==> config.mk <==
export PLATFORM = sky130hd
export DESIGN_NAME = vic_core
export DESIGN_NICKNAME = d
export VERILOG_FILES = /design/src/verilog/vic_pkg.sv /design/src/verilog/vic_core.sv /design/src/verilog/vic_edge.sv /design/src/verilog/vic_prio.sv
export VERILOG_INCLUDE_DIRS = /design/src /design/src/verilog
export SDC_FILE = /design/constraint.sdc
export NUM_CORES = 1
export LEC_CHECK = 0
export ABC_CLOCK_PERIOD_IN_PS = 3850
export CORE_MARGIN = 8
export CORE_UTILIZATION = 51
export CTS_BUF_LIST = sky130_fd_sc_hd__clkbuf_8
export CTS_CLUSTER_SIZE = 16
export DETAILED_ROUTE_END_ITERATION = 10
export DONT_BUFFER_PORTS = 1
export PLACE_DENSITY = 0.72
export SLEW_MARGIN = 15
export SYNTH_ARGS = -nofsm -noshare
export SYNTH_HDL_FRONTEND = slang
export SYNTH_HIERARCHICAL = 1
export SYNTH_SLANG_ARGS = --single-unit
==> constraint.sdc <==
create_clock -name clk -period 3.85 [get_ports clk]
set_input_delay 0.77 -clock clk [delete_from_list [all_inputs] [get_ports clk]]
set_output_delay 0.77 -clock clk [all_outputs]
set_load 0.05 [all_outputs]
==> src/verilog/vic_cfg.svh <==
// Constants of the vectored interrupt controller
// How it works
// (RULE1) Pin A edge select: 00 off, 01 rising, 10 falling, 11 both.
// (RULE2) Pin B edge select uses the same two-bit coding.
// (RULE3) A source event sets its request flag whatever the enables say.
// (RULE4) A set flag vectors only while its own enable is 1.
// (RULE5) Global enable at 0 blocks every interrupt.
// (RULE6) Taking an interrupt pushes the next address and loads the vector.
// (RULE7) Return from interrupt pops the saved address back.
// (RULE8) Servicing any interrupt clears the global enable.
// (RULE9) Requests while blocked still set and hold their flags.
// (RULE10) Software re-sets global enable inside a routine to allow nesting.
// (RULE11) A full stack holds off acknowledgement until it drains.
// (RULE12) Simultaneous enabled requests resolve by fixed priority.
// (RULE13) Priority follows vector order; the lowest vector wins.
// (RULE14) Any set flag wakes the device; software presets flags to mask. The code ORs flag levels, so a preset flag keeps wakeUp high.
// (RULE15) Timer, EEPROM and low-voltage sources share group vectors.
// (RULE16) A group flag sets when any member flag becomes set.
// (RULE17) Servicing a pin interrupt clears that pin's flag.
// (RULE18) A pin flag sets on the transition its edge select picks.
// (RULE19) Pin vectoring needs global enable, pin enable and a live edge.
// (RULE20) Control 0: converter, pin B, pin A flags 6..4; enables 3..0.
// (RULE21) Control 1: group 2..0 flags at 6..4, enables at 2..0.
// (RULE22) Control 2: serial, UART, tick1, tick0 flags 7..4, enables 3..0.
// (RULE23) Control 3: second SPI flag bit 4, enable bit 0.
// (RULE24) Group 0: ptimer0 A, P, stimer A, P flags 7..4, enables 3..0.
// (RULE25) Group 1: ptimer2 A, P, ptimer1 A, P flags 7..4, enables 3..0.
// (RULE26) Group 2: EEPROM flag 5, low-volt flag 4, enables 1 and 0.
`ifndef VIC_CFG_SVH
`define VIC_CFG_SVH
`define VIC_OFF_EDGE   8'h00
`define VIC_OFF_CTRL0  8'h04
`define VIC_OFF_CTRL1  8'h08
`define VIC_OFF_CTRL2  8'h0c
`define VIC_OFF_CTRL3  8'h10
`define VIC_OFF_GRP0   8'h14
`define VIC_OFF_GRP1   8'h18
`define VIC_OFF_GRP2   8'h1c
`define VIC_OFF_STAT   8'h20
`define VIC_MASK_EDGE  8'h0f
`define VIC_MASK_CTRL0 8'h7f
`define VIC_MASK_CTRL1 8'h77
`define VIC_MASK_CTRL2 8'hff
`define VIC_MASK_CTRL3 8'h11
`define VIC_MASK_GRP0  8'hff
`define VIC_MASK_GRP1  8'hff
`define VIC_MASK_GRP2  8'h33
`define VIC_REG_RST    8'h00
`define VIC_EDGE_RISE  0
`define VIC_EDGE_FALL  1
`define VIC_EDGE_OFF   2'h0
`define VIC_GIE        0
`define VIC_PINA_E     1
`define VIC_PINB_E     2
`define VIC_CONV_E     3
`define VIC_PINA_F     4
`define VIC_PINB_F     5
`define VIC_CONV_F     6
`define VIC_GRP_F0     4
`define VIC_SPI_F      4
`define VIC_SPI_E      0
`define VIC_EE_F       5
`define VIC_LV_F       4
`define VIC_NSRC       11
`define VIC_IDX_W      4
`define VIC_PC_W       16
`define VIC_VEC_BASE   16'h0004
`define VIC_VEC_STEP   16'h0004
`endif

==> src/verilog/vic_pkg.sv <==
// Types of the vectored interrupt controller
`include "vic_cfg.svh"
package vic_pkg;
  typedef struct packed {
    logic meta;
    logic sync;
    logic prev;
  } vic_sync_t;

  typedef struct packed {
    logic [3:0]              edgeSel;
    logic [7:0]              ctrl0;
    logic [7:0]              ctrl1;
    logic [7:0]              ctrl2;
    logic [7:0]              ctrl3;
    logic [7:0]              grp0;
    logic [7:0]              grp1;
    logic [7:0]              grp2;
    logic [31:0]             rdata;
    logic                    slvErr;
    logic                    take;
    logic                    pop;
    logic [`VIC_IDX_W-1:0]   lastIdx;
    logic [`VIC_PC_W-1:0]    vecAddr;
    logic [`VIC_PC_W-1:0]    pushAddr;
  } vic_state_t;
endpackage : vic_pkg

==> src/verilog/vic_core.sv <==
// Vectored interrupt controller with APB register file
//
// Decided for this implementation: register access over APB and the register offsets.
`timescale 1ns/1ps
`include "vic_cfg.svh"
module vic_core (
  input  wire logic                 clk,          // System clock
  input  wire logic                 rst_n,        // Async reset, active low
  input  wire logic                 psel,         // APB select
  input  wire logic                 penable,      // APB enable
  input  wire logic                 pwrite,       // APB write
  input  wire logic [7:0]           paddr,        // APB byte address
  input  wire logic [31:0]          pwdata,       // APB write data
  output logic [31:0]               prdata,       // APB read data
  output logic                      pready,       // APB ready
  output logic                      pslverr,      // APB error
  input  wire logic                 extIrqPinA,   // External pin A
  input  wire logic                 extIrqPinB,   // External pin B
  input  wire logic                 converterEvt, // Conversion done
  input  wire logic                 tick0Evt,     // Time base 0 overflow
  input  wire logic                 tick1Evt,     // Time base 1 overflow
  input  wire logic                 serialEvt,    // Serial module event
  input  wire logic                 asyncSerEvt,  // UART event
  input  wire logic                 secondSpiEvt, // Second SPI event
  input  wire logic [7:0]           timerEvt,     // Timer match events
  input  wire logic                 eepromEvt,    // Data EEPROM event
  input  wire logic                 lowVoltEvt,   // Low-voltage event
  input  wire logic                 irqWindow,    // Core can be interrupted
  input  wire logic                 stackFull,    // Return stack full
  input  wire logic [`VIC_PC_W-1:0] nextPc,       // Next instruction address
  input  wire logic                 retFromIrq,   // Return from interrupt
  output logic                      irqTake,      // Push and load vector
  output logic [`VIC_PC_W-1:0]      irqVector,    // Vector address
  output logic [`VIC_PC_W-1:0]      pushPc,       // Address to push
  output logic                      popPc,        // Pop saved address
  output logic                      wakeUp        // Wake from low power
);
  localparam int NS = `VIC_NSRC;
  localparam int IW = `VIC_IDX_W;

  vic_pkg::vic_state_t s_q;
  vic_pkg::vic_state_t s_d;

  logic          evtA;
  logic          evtB;
  logic [NS-1:0] flag;
  logic [NS-1:0] en;
  logic [NS-1:0] pend;
  logic          found;
  logic [IW-1:0] idx;
  logic          take;
  logic          wrEn;
  logic          rdEn;
  logic [NS-1:0] clr;

  function automatic logic [7:0] vic_wr(input logic [7:0] cur,
                                         input logic       hit,
                                         input logic [7:0] wd,
                                         input logic [7:0] mask);
    return hit ? (wd & mask) : cur;
  endfunction : vic_wr

  ////////////////////////////////////////////////////////////////////////////
  // Pin edge detection

  vic_edge u_edgeA (
    .clk     (clk),
    .rst_n   (rst_n),
    .pin     (extIrqPinA),
    .edgeSel (s_q.edgeSel[1:0]),
    .evt     (evtA)
  );

  vic_edge u_edgeB (
    .clk     (clk),
    .rst_n   (rst_n),
    .pin     (extIrqPinB),
    .edgeSel (s_q.edgeSel[3:2]), // [RULE2]
    .evt     (evtB)
  );

  ////////////////////////////////////////////////////////////////////////////
  // Request vector in vector order

  // Groups stand in for timer, EEPROM and low-voltage sources
  assign flag = {s_q.ctrl3[`VIC_SPI_F], s_q.ctrl2[7:4],
                 s_q.ctrl1[6:4], s_q.ctrl0[6:4]}; // [RULE15]
  assign en   = {s_q.ctrl3[`VIC_SPI_E], s_q.ctrl2[3:0],
                 s_q.ctrl1[2:0], s_q.ctrl0[3:1]};

  always_comb begin
    pend    = flag & en; // [RULE4]
    // Pins need a live edge select as well
    pend[0] = pend[0] && s_q.edgeSel[1:0] != `VIC_EDGE_OFF; // [RULE19]
    pend[1] = pend[1] && s_q.edgeSel[3:2] != `VIC_EDGE_OFF; // [RULE19]
  end

  vic_prio #(
    .N  (NS),
    .IW (IW)
  ) u_prio (
    .req   (pend),
    .found (found),
    .idx   (idx)
  );

  // Back-to-back takes are spaced by the registered pulse
  assign take = irqWindow && s_q.ctrl0[`VIC_GIE] && !stackFull &&
                found && !s_q.take; // [RULE5] [RULE11]
  assign clr  = take ? (NS'(1) << idx) : '0;

  assign wrEn = psel && penable && pwrite;
  assign rdEn = psel && !penable;

  ////////////////////////////////////////////////////////////////////////////
  // Next state

  always_comb begin
    logic [7:0] c0;
    logic [7:0] c1;
    logic [7:0] c2;
    logic [7:0] c3;
    logic [7:0] g0;
    logic [7:0] g1;
    logic [7:0] g2;
    logic [2:0] rise;
    rise = 3'h0;
    c0   = vic_wr(s_q.ctrl0, wrEn && paddr == `VIC_OFF_CTRL0,
                  pwdata[7:0], `VIC_MASK_CTRL0); // [RULE20]
    c1   = vic_wr(s_q.ctrl1, wrEn && paddr == `VIC_OFF_CTRL1,
                  pwdata[7:0], `VIC_MASK_CTRL1); // [RULE21]
    c2   = vic_wr(s_q.ctrl2, wrEn && paddr == `VIC_OFF_CTRL2,
                  pwdata[7:0], `VIC_MASK_CTRL2); // [RULE22]
    c3   = vic_wr(s_q.ctrl3, wrEn && paddr == `VIC_OFF_CTRL3,
                  pwdata[7:0], `VIC_MASK_CTRL3); // [RULE23]
    g0   = vic_wr(s_q.grp0, wrEn && paddr == `VIC_OFF_GRP0,
                  pwdata[7:0], `VIC_MASK_GRP0); // [RULE24]
    g1   = vic_wr(s_q.grp1, wrEn && paddr == `VIC_OFF_GRP1,
                  pwdata[7:0], `VIC_MASK_GRP1); // [RULE25]
    g2   = vic_wr(s_q.grp2, wrEn && paddr == `VIC_OFF_GRP2,
                  pwdata[7:0], `VIC_MASK_GRP2); // [RULE26]
    s_d  = s_q;
    s_d.edgeSel = 4'(vic_wr({4'h0, s_q.edgeSel},
                            wrEn && paddr == `VIC_OFF_EDGE,
                            pwdata[7:0], `VIC_MASK_EDGE));

    // Service clears the taken flag; a new event still wins
    c0[6:4] = c0[6:4] & ~clr[2:0]; // [RULE17]
    c1[6:4] = c1[6:4] & ~clr[5:3];
    c2[7:4] = c2[7:4] & ~clr[9:6];
    c3[`VIC_SPI_F] = c3[`VIC_SPI_F] & ~clr[10];
    if (take) begin
      c0[`VIC_GIE] = 1'b0; // [RULE8]
    end

    // Events set flags regardless of enables or blocking
    c0[`VIC_PINA_F] = c0[`VIC_PINA_F] | evtA; // [RULE18] [RULE9]
    c0[`VIC_PINB_F] = c0[`VIC_PINB_F] | evtB; // [RULE18]
    c0[`VIC_CONV_F] = c0[`VIC_CONV_F] | converterEvt; // [RULE3]
    c2[7]           = c2[7] | serialEvt; // [RULE3]
    c2[6]           = c2[6] | asyncSerEvt;
    c2[5]           = c2[5] | tick1Evt;
    c2[4]           = c2[4] | tick0Evt;
    c3[`VIC_SPI_F]  = c3[`VIC_SPI_F] | secondSpiEvt;
    g0[7:4]         = g0[7:4] | timerEvt[3:0];
    g1[7:4]         = g1[7:4] | timerEvt[7:4];
    g2[`VIC_EE_F]   = g2[`VIC_EE_F] | eepromEvt;
    g2[`VIC_LV_F]   = g2[`VIC_LV_F] | lowVoltEvt;

    // Group flag follows any member flag that newly sets
    rise[0] = |(g0[7:4] & ~s_q.grp0[7:4]);
    rise[1] = |(g1[7:4] & ~s_q.grp1[7:4]);
    rise[2] = |(g2[5:4] & ~s_q.grp2[5:4]);
    c1[6:4] = c1[6:4] | rise; // [RULE16]

    s_d.ctrl0 = c0;
    s_d.ctrl1 = c1;
    s_d.ctrl2 = c2;
    s_d.ctrl3 = c3;
    s_d.grp0  = g0;
    s_d.grp1  = g1;
    s_d.grp2  = g2;

    // Core handshake
    s_d.take = take;
    s_d.pop  = retFromIrq; // [RULE7]
    if (take) begin
      s_d.lastIdx  = idx;
      s_d.pushAddr = nextPc; // [RULE6]
      s_d.vecAddr  = `VIC_PC_W'(`VIC_VEC_BASE +
                     `VIC_PC_W'(idx) * `VIC_VEC_STEP); // [RULE6]
    end

    // Read data latched in the setup phase
    if (rdEn) begin
      s_d.slvErr = 1'b0;
      s_d.rdata  = '0;
      case (paddr)
        `VIC_OFF_EDGE: begin
          s_d.rdata[3:0] = s_q.edgeSel;
        end
        `VIC_OFF_CTRL0: begin
          s_d.rdata[7:0] = s_q.ctrl0;
        end
        `VIC_OFF_CTRL1: begin
          s_d.rdata[7:0] = s_q.ctrl1;
        end
        `VIC_OFF_CTRL2: begin
          s_d.rdata[7:0] = s_q.ctrl2;
        end
        `VIC_OFF_CTRL3: begin
          s_d.rdata[7:0] = s_q.ctrl3;
        end
        `VIC_OFF_GRP0: begin
          s_d.rdata[7:0] = s_q.grp0;
        end
        `VIC_OFF_GRP1: begin
          s_d.rdata[7:0] = s_q.grp1;
        end
        `VIC_OFF_GRP2: begin
          s_d.rdata[7:0] = s_q.grp2;
        end
        `VIC_OFF_STAT: begin
          s_d.rdata[7:0] = {stackFull, found, 2'h0, s_q.lastIdx};
        end
        default: begin
          s_d.slvErr = 1'b1;
        end
      endcase
    end
  end

  always_ff @(posedge clk or negedge rst_n) begin
    if (!rst_n) begin
      s_q <= '0;
    end else begin
      s_q <= s_d;
    end
  end

  ////////////////////////////////////////////////////////////////////////////
  // Outputs

  assign prdata    = s_q.rdata;
  assign pready    = 1'b1;
  assign pslverr   = s_q.slvErr;
  assign irqTake   = s_q.take;
  assign irqVector = s_q.vecAddr;
  assign pushPc    = s_q.pushAddr;
  assign popPc     = s_q.pop;
  assign wakeUp    = |{flag, s_q.grp0[7:4], s_q.grp1[7:4],
                       s_q.grp2[5:4]}; // [RULE14]
endmodule : vic_core

==> src/verilog/vic_edge.sv <==
// Pin synchroniser and edge-select detector
`timescale 1ns/1ps
`include "vic_cfg.svh"
module vic_edge (
  input  wire logic       clk,     // System clock
  input  wire logic       rst_n,   // Async reset, active low
  input  wire logic       pin,     // Asynchronous pin level
  input  wire logic [1:0] edgeSel, // Edge select code
  output logic            evt      // One-cycle edge event
);
  vic_pkg::vic_sync_t s_q;
  vic_pkg::vic_sync_t s_d;

  always_comb begin
    s_d      = s_q;
    s_d.meta = pin;
    s_d.sync = s_q.meta;
    s_d.prev = s_q.sync;
  end

  always_ff @(posedge clk or negedge rst_n) begin
    if (!rst_n) begin
      s_q <= '0;
    end else begin
      s_q <= s_d;
    end
  end

  // Rising bit and falling bit of the code act independently
  assign evt = (s_q.sync & ~s_q.prev & edgeSel[`VIC_EDGE_RISE]) |
               (~s_q.sync & s_q.prev & edgeSel[`VIC_EDGE_FALL]); // [RULE1]
endmodule : vic_edge

==> src/verilog/vic_prio.sv <==
// Fixed-priority picker, lowest index wins
`timescale 1ns/1ps
module vic_prio #(
  parameter int N  = 11,
  parameter int IW = 4
) (
  input  wire logic [N-1:0]  req,   // Pending enabled requests
  output logic               found, // Any request pending
  output logic [IW-1:0]      idx    // Winning index
);
  // Refuse sizes the index cannot cover
  if (N < 2 || (1 << IW) < N) begin : g_badSize
    $error("vic_prio: bad N or IW");
  end

  always_comb begin
    found = 1'b0;
    idx   = '0;
    for (int i = N - 1; i >= 0; i--) begin
      if (req[i]) begin
        found = 1'b1;
        idx   = IW'(i); // [RULE12] [RULE13]
      end
    end
  end
endmodule : vic_prio

-- Yosys cells after proc, flatten, opt, wreduce, memory -nomap -nowiden
Index checks and enable logic that the tools add are counted.
- memories kept: 0
- latch bits: 0
- output and inout port bits: 69
- bits of input ports: 82
- bits in registers: 100
- RAM bits: 0
- bits in read-only memories: 0
- word-level logic and storage cells: 144
- divide/modulo/power cells: 0
- $lt $le $gt $ge: 0
- add/subtract/negate cells: 1
- mux-type cells: 34
- bitwise logic cells: 42
- reduce and logical (&&, ||, !) cells: 29
- equality and inequality tests: 8
- shift-type cells: 1
- multipliers: 0
- operator list (kind ; number):
    4-bit 2-to-1 mux ; 11
    4-bit one-hot mux with 9 select lines ; 1
    8-bit by 5-bit equality test with 1-bit output, second input constant ; 4
    4-bit one-hot mux with 8 select lines ; 1
    8-bit 2-to-1 mux ; 3
    21-bit OR reduction ; 1
    1-bit logical AND ; 17
    8-bit by 4-bit equality test with 1-bit output, second input constant ; 2
    7-bit 2-to-1 mux ; 2
    1-bit 2-to-1 mux ; 13
    4-bit AND ; 3
    4-bit inverter ; 3
    1-bit bitwise OR ; 12
    11-bit AND ; 1
    11-bit 2-to-1 mux ; 1
    1-bit by 4-bit << shifter with 11-bit output, first input constant ; 1
    1-bit AND ; 9
    9-bit OR reduction ; 1
    8-bit by 3-bit equality test with 1-bit output, second input constant ; 1
    8-bit by 6-bit equality test with 1-bit output, second input constant ; 1
    8-bit zero test ; 1
    4-bit bitwise OR ; 2
    4-bit OR reduction ; 2
    3-bit by 6-bit adder with 7-bit output, first input constant ; 1
    11 further kinds ; 21

-- Longest topological paths before layout
Gate-level depths: netlist (run 1).
- depth in word-level cells: 18
- depth in mapped cells: 9
- mapped depth without buffers: 8

-- Cells and area by module
The synthesis (run 1) kept the hierarchy.
- modules (own cells, without submodules) (module ; instances ; cells each ; area each (um^2) ; sequential area each (um^2)):
    vic_core ; 1 ; 480 ; 4702.0 ; 2077.0
    vic_edge ; 2 ; 6 ; 95.1 ; 75.1
    vic_prio ; 1 ; 19 ; 112.6 ; 0.0

-- Worst setup path after synthesis (run 1)
Ideal clock, no wire load.
- path type: reg-to-output
- start point: reg s_q (netlist bit flag[9])
- end point: out wakeUp
- data arrival time: 1.592 ns
- buffers on the path: 0
- cell stages (with the launch flop): 3
- setup slack: 1.488 ns
- required time: 3.080 ns
- cells stage by stage: dfrtp_1 > or4_1 > or4_1
- word-level cells in the longest chain between the ends: 1
- RTL lines (element ; RTL line ; text):
    start, declared ; vic_core.sv:41 ; vic_pkg::vic_state_t s_q;
    start signal, assigned ; vic_core.sv:235 ; s_q <= '0;
    start signal, assigned ; vic_core.sv:237 ; s_q <= s_d;
    21-bit OR reduction ; vic_core.sv:251 ; assign wakeUp = |{flag, s_q.grp0[7:4], s_q.grp1[7:4],
    end, declared ; vic_core.sv:36 ; output logic wakeUp
No other way between the ends.

-- Worst setup path in the final report (run 1)
- start point: reg s_q (netlist bit flag[2])
- end point: reg s_q (netlist bit pushPc[2])
- word-level cells in the longest chain between the ends: 6
- RTL lines (element ; RTL line ; text):
    11-bit AND ; vic_core.sv:92 ; pend = flag & en;
    named net pend[2] ; vic_core.sv:48 ; logic [NS-1:0] pend;
    1-bit 2-to-1 mux (3 in a row) ; vic_prio.sv:20 ; if (req[i]) begin
    named net found ; vic_core.sv:49 ; logic found;
    1-bit logical AND (2 in a row) ; vic_core.sv:108 ; assign take = irqWindow && s_q.ctrl0[`VIC_GIE] && !stackFull &&
The timed path passes the listed nets, and every way through them passes these cells.
A chain may end at the register's enable or synchronous reset.

==> results of run 1 <==
[worst register-to-register path, stage by stage (launching register included)]
cell and delay [ps]:
dfrtp_1 460, and2_1 240, nor4_1 440, nand3_1 230, nor4bb_1 200, nand2_1 450, clkinv_1 590, nand2_1 220
nand2_1 70
[power breakdown]
group / leakage (uW) / internal [uW] / total (uW) / switching [uW]
clock network: 0.000116 / 432 / 773 / 341
registers: 0.00112 / 949 / 973 / 23.6
logic: 0.00112 / 35.3 / 153 / 118
[per-stage QoR]
stage | instances | cell area, um2 | utilization | setup slack [ps]
after floorplan | 545 | 5132 | - | 1488
final | 615 | 5005 | 0.5192 | 858.1
after global routing | 614 | 5002 | 0.5190 | 573.0
after detailed placement | 599 | 4763 | 0.4942 | 875.0
after global placement | 599 | 4763 | 0.4942 | 979.5
after CTS | 614 | 5002 | 0.5190 | 881.0
[path summary, 6_finish.rpt]
check                          startpoint        endpoint  slack [ps]  cells past startpoint
hold reg to reg            u_edgeA/s_d[1]  u_edgeA/s_d[0]         360                      0
setup reg to reg                  flag[2]       pushPc[2]         860                      8
max in group asynchronous           rst_n           en[0]        3640                      0
setup / recovery                  flag[2]       pushPc[2]         860                      8
min in group clk           u_edgeA/s_d[1]  u_edgeA/s_d[0]         360                      0
hold / removal                      rst_n       prdata[4]          90                      0
[registers in the layout (all words and copies together) (netlist names), 2 cells and up]
register	count
en	11
flag	11
irqVector	5
prdata	8
pushPc	16
s_q	29
u_edgeA/s_d	2
u_edgeB/s_d	2
[placed cells by master, fill, tap and decap left out, drive strengths merged, types with 9 or more instances in the layout]
cell and n:
mux2i 13, clkbuf 9, inv 21, nand3 14, mux2 35, and2 10, conb 36, nand2 92
nor2 13, o21ai 24, dfrtp 89, o22ai 10
[cell families (layout without fill, tap and decap cells)]
logic type / after synthesis / in the layout / share of synthesized area
buf+inv: 101 / 37 / 0.1250
other cells: 2 / 37 / 0.001501
simple gates: 175 / 175 / 0.1780
compound gates: 87 / 87 / 0.1193
flops: 89 / 89 / 0.4450
fa+ha+maj: 6 / 6 / 0.01500
mux: 50 / 50 / 0.1145
xor+xnor: 1 / 1 / 0.001750
[Yosys cell counts (all sizes together) (10+ instances only)]
| cell type | number |
|---|---|
| clkbuf | 13 |
| o22ai | 10 |
| dfrtp | 89 |
| nand2 | 92 |
| mux2i | 13 |
| o21ai | 24 |
| mux2 | 35 |
| inv | 19 |
| nor2 | 13 |
| buf | 68 |
| and2 | 10 |
| nand3 | 14 |
[per-layer routing]
metal / GRT usage / share of wire / vias up
met3: 0.05567 / 0.11 / 30
li1: - / - / 1617
met4: 0.05429 / 0.016 / 0
met1: 0.2268 / 0.40 / 1676
met5: 0 / 0 / -
met2: 0.2911 / 0.48 / 176
[final cells by class]
type / count / area [um2]
timing repair buffer: 2 / 15.01
multi-input combinational: 355 / 2280
sequential: 89 / 2227
fill: 915 / 4634
tap: 133 / 166.4
antenna: 1 / 2.502
clock buffer: 9 / 123.9
inverter: 20 / 75.07
clock inverter: 6 / 115.1
==> results.md, run 1 <==
* CTS buffer count at 9
* Vias at 3499
* Mapped cell area at 5005 um2
* Clock latency on the worst-skew pair at 360 ps
* Initial Util at 0.5192
* Area leader, netlist: dfrtp_1
* Post-Syn Instances at 511
* Sinks on Clock Net at 89
* Synth top area cells: dfrtp_1 (44%), buf_4 (9.8%), mux2_2 (7.6%)
* Synth-to-layout area growth at 0%
* Number of global-route vias before repair at 3556
* Max Cap Viol at 0
* PortBufs at 0
* Mean Syn Cell Area at 9.794 um2
* FP Rows at 36
* Async set-reset flop share out of synthesis at 1.000
* Gr ovfl total at 0
* Status: finished clean
* Die Y-Extent at 115.1 um
* Setup TNS Final at 0 ps
* Max Freq at 0.3342 GHz
* Crit path kind: flip-flop to flip-flop
* Initial DRC Count at 285
* Hold Path Class: input port to asynchronous set/reset pin
* WP data arrival at 3250 ps
* Post-synthesis register bit count at 89
* Pin count of the biggest net entering global routing at 90
* Top cell type's share of synthesized area at 0.4450
* Drt first pass iters at 6
* Max VDD drop at 0.2597 mV
* Critical Path Max Stage Delay at 580 ps
* Post-CTS setup buffer count at 0
* Final setup viols at 0
* Worst-Margin Slew at 951.2 ps
* # DRC at 0
* CTS tree: built
* Longest Clk Path Bufs at 2
* Post-cts sizing count at 0
* Number of synthesized flops with an enable pin at 0
* Slowest cell on the critical path: clkinv_1
* Sequential fraction of the synthesis area at 0.4450
* Most used DFF post-synth: dfrtp_1
* CP max FO at 19
* Slew Limit Fails at 0
* Required time worst endpoint at 4110 ps
* Crit path buffers/inverters at 1
* Period utilization at 0.7771
* Hold WS at 91.86 ps
* Clock root buffer: clkbuf_8
* Yosys warning count at 6
* P_leak at 0.002362 uW
* Post-Route WL at 11940 um
* Crit end category: flip-flop
* Cells along the critical path: and2_1, nor4_1, nand3_1, nor4bb_1, nand2_1, clkinv_1, nand2_1, nand2_1
* Number of top-level pins at 151
* PD cells at 379.5 nW/um2
* CTS Hold Buffers Added at 0
* Depth of the CTS H-tree at 3
* Final Total Pwr at 1899 uW
* Final hold violations at 0
* Clock transition at the registers of the reported paths at 90 ps
* DPL Wire Length at 9005 um
* Worst Skew at 8.392 ps
* Wire per inst at 19.42 um
* DRT antenna net count at 0
* Layout Nets at 565
* First-pass GRT wire length at 18640 um
* Cell mode on critical path: nand2_1
* Initial antenna violation count at 0
* Max-slew headroom at 0.3610
* Vias per cell at 5.689
* Netlist cell types at 60
* Core Box Area at 9639 um2
* RSZ-0062 raised after global routing: false
* Delay-heaviest family, CP: simple AND/OR/NAND/NOR gates
* Placer Congestion at 0.9177
* Crit start category: flip-flop
* Gr usage total at 0.1803
* Die W at 115.1 um
* Die area at 13240 um2
* Crit path time final at 2992 ps
* Share of cells above drive strength 1 at 0.1455
Power figures use the tool's default switching activity.
==> run 2: changes to the inputs <==
--- a/config.mk
+++ b/config.mk
@@ -6,7 +6,7 @@
 export SDC_FILE = /design/constraint.sdc
 export NUM_CORES = 1
 export LEC_CHECK = 0
-export ABC_CLOCK_PERIOD_IN_PS = 3850
+export ABC_CLOCK_PERIOD_IN_PS = 2900
 export CORE_MARGIN = 8
 export CORE_UTILIZATION = 51
 export CTS_BUF_LIST = sky130_fd_sc_hd__clkbuf_8
==> constraint.sdc (replaced) <==
create_clock -name clk -period 2.9 [get_ports clk]
set_input_delay 0.58 -clock clk [delete_from_list [all_inputs] [get_ports clk]]
set_output_delay 0.58 -clock clk [all_outputs]
set_load 0.05 [all_outputs]
==> results.md, run 2 (same netlist as run 1, synthesis figures left out) <==
* Status: finished clean
* Clock latency on the worst-skew pair at 360 ps (about the same)
* Vias at 3506 (+0.20%)
* Crit path kind: flip-flop to output port
* # DRC at 0 (unchanged)
* CTS tree: built
* Cells along the critical path: or4_1, or4_1
* CP max FO at 4 (-15)
* Setup TNS Final at 0 ps (unchanged)
* Die area at 13240 um2 (unchanged)
* Initial DRC Count at 293 (+2.8%)
* Critical path launch point: flag[9]
* DPL Wire Length at 9252 um (+2.7%)
* Synth-to-layout area growth at 0% (unchanged)
* CP endpoint: wakeUp
* Crit end category: output port
* Number of global-route vias before repair at 3636 (+2.2%)
* Leading cell type in the layout, fill and taps excluded: nand2_1
* Max-slew headroom at 0.5877 (+0.2267)
* Ant diodes at 0 (-1)
* Clock root buffer: clkbuf_8
* Max Cap Viol at 0 (unchanged)
* Period utilization at 0.9281
* Cell mode on critical path: or4_1
* First-pass GRT wire length at 19380 um (+4.0%)
* Most frequent cells in the layout: nand2_1 (91), dfrtp_1 (89), conb_1 (36)
* CTS buffer count at 9 (unchanged)
* R2r worst-path depth at 5 (-3)
* Gr usage total at 0.1890 (+0.008707)
* Initial antenna violation count at 1 (+1)
* Hold Path Class: input port to asynchronous set/reset pin
* Final core utilization at 0.5192 (unchanged)
* Die W at 115.1 um (unchanged)
* Slowest cell on the critical path: or4_1
* Pin count of the biggest net entering global routing at 90 (unchanged)
* Crit start category: flip-flop
* Slew Limit Fails at 0 (unchanged)
* Share of cells above drive strength 1 at 0.1561 (+0.01053)
* Critical R2R Launch: s_q[130]
* R2r setup slk at 350 ps (-510 ps)
* Clock transition at the registers of the reported paths at 90 ps (about the same)
* Die Y-Extent at 115.1 um (unchanged)
* Max FFs per register at 29 (unchanged)
* Sinks on Clock Net at 89 (unchanged)
* Hold WS at 121.6 ps (+29.73 ps)
* WP data arrival at 2110 ps (-1140 ps)
* Worst-Margin Slew at 617.1 ps (-334.1 ps)
* RSZ-0062 raised after global routing: false
* PortBufs at 0 (unchanged)
* Max VDD drop at 0.2567 mV (-1.1%)
* Required time worst endpoint at 2320 ps (-1790 ps)
* Vias per cell at 5.655 (-0.61%)
* Max Freq at 0.3716 GHz
* Depth of the CTS H-tree at 3 (unchanged)
* Post-CTS setup buffer count at 0 (unchanged)
* Reg2reg end: flag[4]
* Number of top-level pins at 151 (unchanged)
* Drt first pass iters at 4 (-2)
* Reg with most FFs: s_q
* Worst Skew at 9.001 ps (+0.6092 ps)
* Critical Path Max Stage Delay at 760 ps (+180 ps)
* Wire per inst at 19.59 um (+0.85%)
* Number of fill cells at 921 (+0.66%)
* Crit path time final at 2691 ps
* Initial Util at 0.5192 (unchanged)
* Gr ovfl total at 0 (unchanged)
* Placer Congestion at 0.9161 (-0.17%)
* Core Box Area at 9639 um2 (unchanged)
* P_leak at 0.002371 uW (+0.38%)
* FP Rows at 36 (unchanged)
* Final hold violations at 0 (unchanged)
* Area occupied by multi-input gates at 2280 um2 (unchanged)
* Longest Clk Path Bufs at 2 (unchanged)
* Layout Nets at 571 (+1.1%)
* Post-Route WL at 12140 um (+1.7%)
* Final setup viols at 0 (unchanged)
* Register area at 2227 um2 (unchanged)
* PD cells at 462.3 nW/um2 (+22%)
* DRT antenna net count at 0 (unchanged)
* Final Total Pwr at 2314 uW (+22%)
-- run 2: cell types whose count changed in the layout (fill, tap and decap cells not counted), sizes merged --
cell,change
buf,+6
bufinv,-3
clkbuf,+1
clkinv,+2
diode,-1
-- run 2: what timing repair did --
action,4_1_cts,5_1_grt
hold buffers,1,0
hold endpoints to repair,89,0
gates resized for setup,0,0
-- run 2: per-layer routing --
layer | wire length (um) | global-route usage | vias to the layer above | share of wire
li1 | - | - | 1621 | -
met1 | 4897 | 0.2345 | 1726 | 0.40
met2 | 5900 | 0.3012 | 133 | 0.49
met3 | 1069 | 0.06565 | 24 | 0.088
met4 | 267 | 0.06217 | 2 | 0.022
met5 | 8 | 0 | - | 0.00066
-- run 2: layout make-up --
class	instances	share of cell area
timing repair buffer	8	0.01600
sequential	89	0.4450
clock buffer	10	0.02750
tap	133	0.03325
clock inverter	5	0.007750
multi-input combinational	355	0.4555
inverter	20	0.01500
-- run 2: how the worst min path moves through the flow --
stage	endpoint	depth (start not counted)	slack [ps]
2_1_floorplan	en[0]	0	280
3_3_place_gp	prdata[3]	0	290
3_5_place_dp	prdata[2]	0	290
4_1_cts	u_edgeB/s_d[0]	1	140
5_1_grt	pslverr	1	140
6_report	s_q[80]	1	120
-- run 2: through the flow --
step           setup WS, ps  instance area (um2)  cells
5_1_grt               114.6                 5005    620
4_1_cts               203.1                 5005    620
3_5_place_dp          387.8                 4801    604
2_1_floorplan         728.2                 5132    545
6_report              208.6                 5005    620
3_3_place_gp          452.2                 4801    604
-- run 2: worst max-delay path, delay by kind of cell, from the launching register on --
kind	cells	cell delay, ps
flops	1	470
simple gates	2	1280
-- run 2: where the power goes --
group | leakage [uW] | internal, uW | switching (uW)
logic | 0.00116 | 50.9 | 179
clock network | 0.0000891 | 336 | 456
registers | 0.00112 | 1260 | 32.2
==> run 3: changes to the inputs <==
--- a/config.mk
+++ b/config.mk
@@ -7,13 +7,15 @@
 export NUM_CORES = 1
 export LEC_CHECK = 0
 export ABC_CLOCK_PERIOD_IN_PS = 2900
+export CELL_PAD_IN_SITES_DETAIL_PLACEMENT = 0
+export CELL_PAD_IN_SITES_GLOBAL_PLACEMENT = 1
 export CORE_MARGIN = 8
-export CORE_UTILIZATION = 51
+export CORE_UTILIZATION = 50
 export CTS_BUF_LIST = sky130_fd_sc_hd__clkbuf_8
 export CTS_CLUSTER_SIZE = 16
 export DETAILED_ROUTE_END_ITERATION = 10
 export DONT_BUFFER_PORTS = 1
-export PLACE_DENSITY = 0.72
+export PLACE_DENSITY = 0.89
 export SLEW_MARGIN = 15
 export SYNTH_ARGS = -nofsm -noshare
 export SYNTH_HDL_FRONTEND = slang
==> results.md, run 3 (same netlist as run 1, synthesis figures left out) <==
* Share of cells above drive strength 1 at 0.1557 (-0.0003198)
* Gr usage total at 0.1854 (-0.003521)
* Crit path time final at 2679 ps (-12.33 ps)
* Initial Util at 0.5144 (-0.004807)
* Crit path kind: flip-flop to output port
* Status: finished clean
* Max FFs per register at 29 (unchanged)
* Slowest cell on the critical path: or4_1
* Final hold violations at 0 (unchanged)
* Delay-heaviest family, CP: simple AND/OR/NAND/NOR gates
* Sinks on Clock Net at 89 (unchanged)
* Die area at 13470 um2 (+1.7%)
* Max-slew headroom at 0.5743 (-0.01342)
* DRT antenna net count at 0 (unchanged)
* Setup TNS Final at 0 ps (unchanged)
* Max Freq at 0.3733 GHz (+0.46%)
* Vias per cell at 5.625 (-0.52%)
* Crit end category: output port
* Number of top-level pins at 151 (unchanged)
* R2r setup slk at 370 ps (+20 ps)
* Drt first pass iters at 4 (unchanged)
* Clock transition at the registers of the reported paths at 90 ps (about the same)
* WP data arrival at 2100 ps (about the same)
* Reg with most FFs: s_q
* Final worst slack at 220.9 ps (+12.33 ps)
* Final setup viols at 0 (unchanged)
* Core Box Area at 9729 um2 (+0.93%)
* Pin count of the biggest net entering global routing at 90 (unchanged)
* Worst Skew at 7.115 ps (-1.886 ps)
* Number of global-route vias before repair at 3639 (+0.083%)
* Clock root buffer: clkbuf_8
* Cell mode on critical path: or4_1
* CTS buffer count at 9 (unchanged)
* Period utilization at 0.9238 (-0.004253)
* Cells along the critical path: or4_1, or4_1
* CP max FO at 4 (unchanged)
* Die W at 116.0 um (+0.86%)
* Max Cap Viol at 0 (unchanged)
* Die Y-Extent at 116.0 um (+0.86%)
* First-pass GRT wire length at 19180 um (-1.0%)
* CTS tree: built
* RSZ-0062 raised after global routing: false
* Initial antenna violation count at 3 (+2)
* Clock latency on the worst-skew pair at 370 ps (about the same)
* # DRC at 0 (unchanged)
* Synth-to-layout area growth at 0.4250%
* Layout Nets at 571 (unchanged)
* Placer Congestion at 0.9025 (-1.5%)
* Initial DRC Count at 292 (-0.34%)
* PortBufs at 0 (unchanged)
* PD cells at 474.6 nW/um2 (+2.7%)
* Slew Limit Fails at 0 (unchanged)
* Crit start category: flip-flop
* Worst-Margin Slew at 634.7 ps (+17.57 ps)
* Required time worst endpoint at 2320 ps (about the same)
* Longest Clk Path Bufs at 2 (unchanged)
* Most frequent cells in the layout: nand2_1 (91), dfrtp_1 (89), conb_1 (36)
* Max VDD drop at 0.3182 mV (+24%)
* P_leak at 0.002380 uW (+0.38%)
* FP Rows at 36 (unchanged)
* Wire per inst at 19.69 um (+0.54%)
* Gr ovfl total at 0 (unchanged)
* Vias at 3499 (-0.20%)
* Leading cell type in the layout, fill and taps excluded: nand2_1
* Crit path buffers/inverters at 0 (unchanged)
* Hold Path Class: input port to asynchronous set/reset pin
* Pre-CTS setup slack at 381.3 ps (-6.524 ps)
* Critical Path Max Stage Delay at 760 ps (about the same)
* Post-Route WL at 12250 um (+0.86%)
* DPL Wire Length at 9219 um (-0.36%)
* Depth of the CTS H-tree at 3 (unchanged)
## run 3: worst paths after layout
check                                from        endpoint  cells past startpoint
setup reg to reg                  flag[4]      pushPc[14]                      8
hold / removal                      rst_n         s_q[72]                      1
setup / recovery                  flag[9]          wakeUp                      2
max in group asynchronous           rst_n         flag[4]                      1
min in group clk               extIrqPinA  u_edgeA/s_d[1]                      0
hold reg to reg            u_edgeA/s_d[1]  u_edgeA/s_d[0]                      0
## run 3: metrics by stage
step | total power (uW) | utilization | instance area, um2 | hold slack (ps) | instances
6_report | 2385 | 0.5166 | 5026 | 113.6 | 622
5_1_grt | 2468 | 0.5166 | 5026 | 139.8 | 622
4_1_cts | 2401 | 0.5163 | 5024 | 138.9 | 621
3_5_place_dp | 1517 | 0.4934 | 4801 | 288.1 | 604
3_3_place_gp | 1514 | 0.4934 | 4801 | 287.7 | 604
2_1_floorplan | 1539 | - | 5132 | 284.4 | 545
## run 3: per-layer routing
| metal | track usage | vias up | part of all wire | wire, um |
|---|---|---|---|---|
| met1 | 0.2224 | 1694 | 0.41 | 5002 |
| li1 | - | 1627 | - | - |
| met2 | 0.2971 | 149 | 0.48 | 5829 |
| met3 | 0.07348 | 25 | 0.097 | 1185 |
| met5 | 0 | - | 0.0017 | 21 |
| met4 | 0.06223 | 4 | 0.017 | 209 |
## run 3: area by class of cell
class	count	area (um2)
multi-input combinational	355	2280
timing repair buffer	8	80.08
sequential	89	2227
inverter	20	75.07
clock inverter	7	71.32
fill	918	4703
antenna	1	2.502
clock buffer	9	123.9
tap	133	166.4
## run 3: what timing repair did
| action | 4_1_cts | 5_1_grt |
|---|---|---|
| buffers inserted | 0 | 0 |
| hold endpoints to repair | 89 | 0 |
| gates resized for setup | 0 | 0 |
| hold buffers | 1 | 0 |
## run 3: report_power, final
| group | leakage [uW] | internal [uW] | total [uW] | switching [uW] |
|---|---|---|---|---|
| Combinational | 0.00116 | 51.4 | 232 | 180 |
| Clock | 0.0000970 | 398 | 862 | 464 |
| Sequential | 0.00112 | 1260 | 1290 | 31.3 |
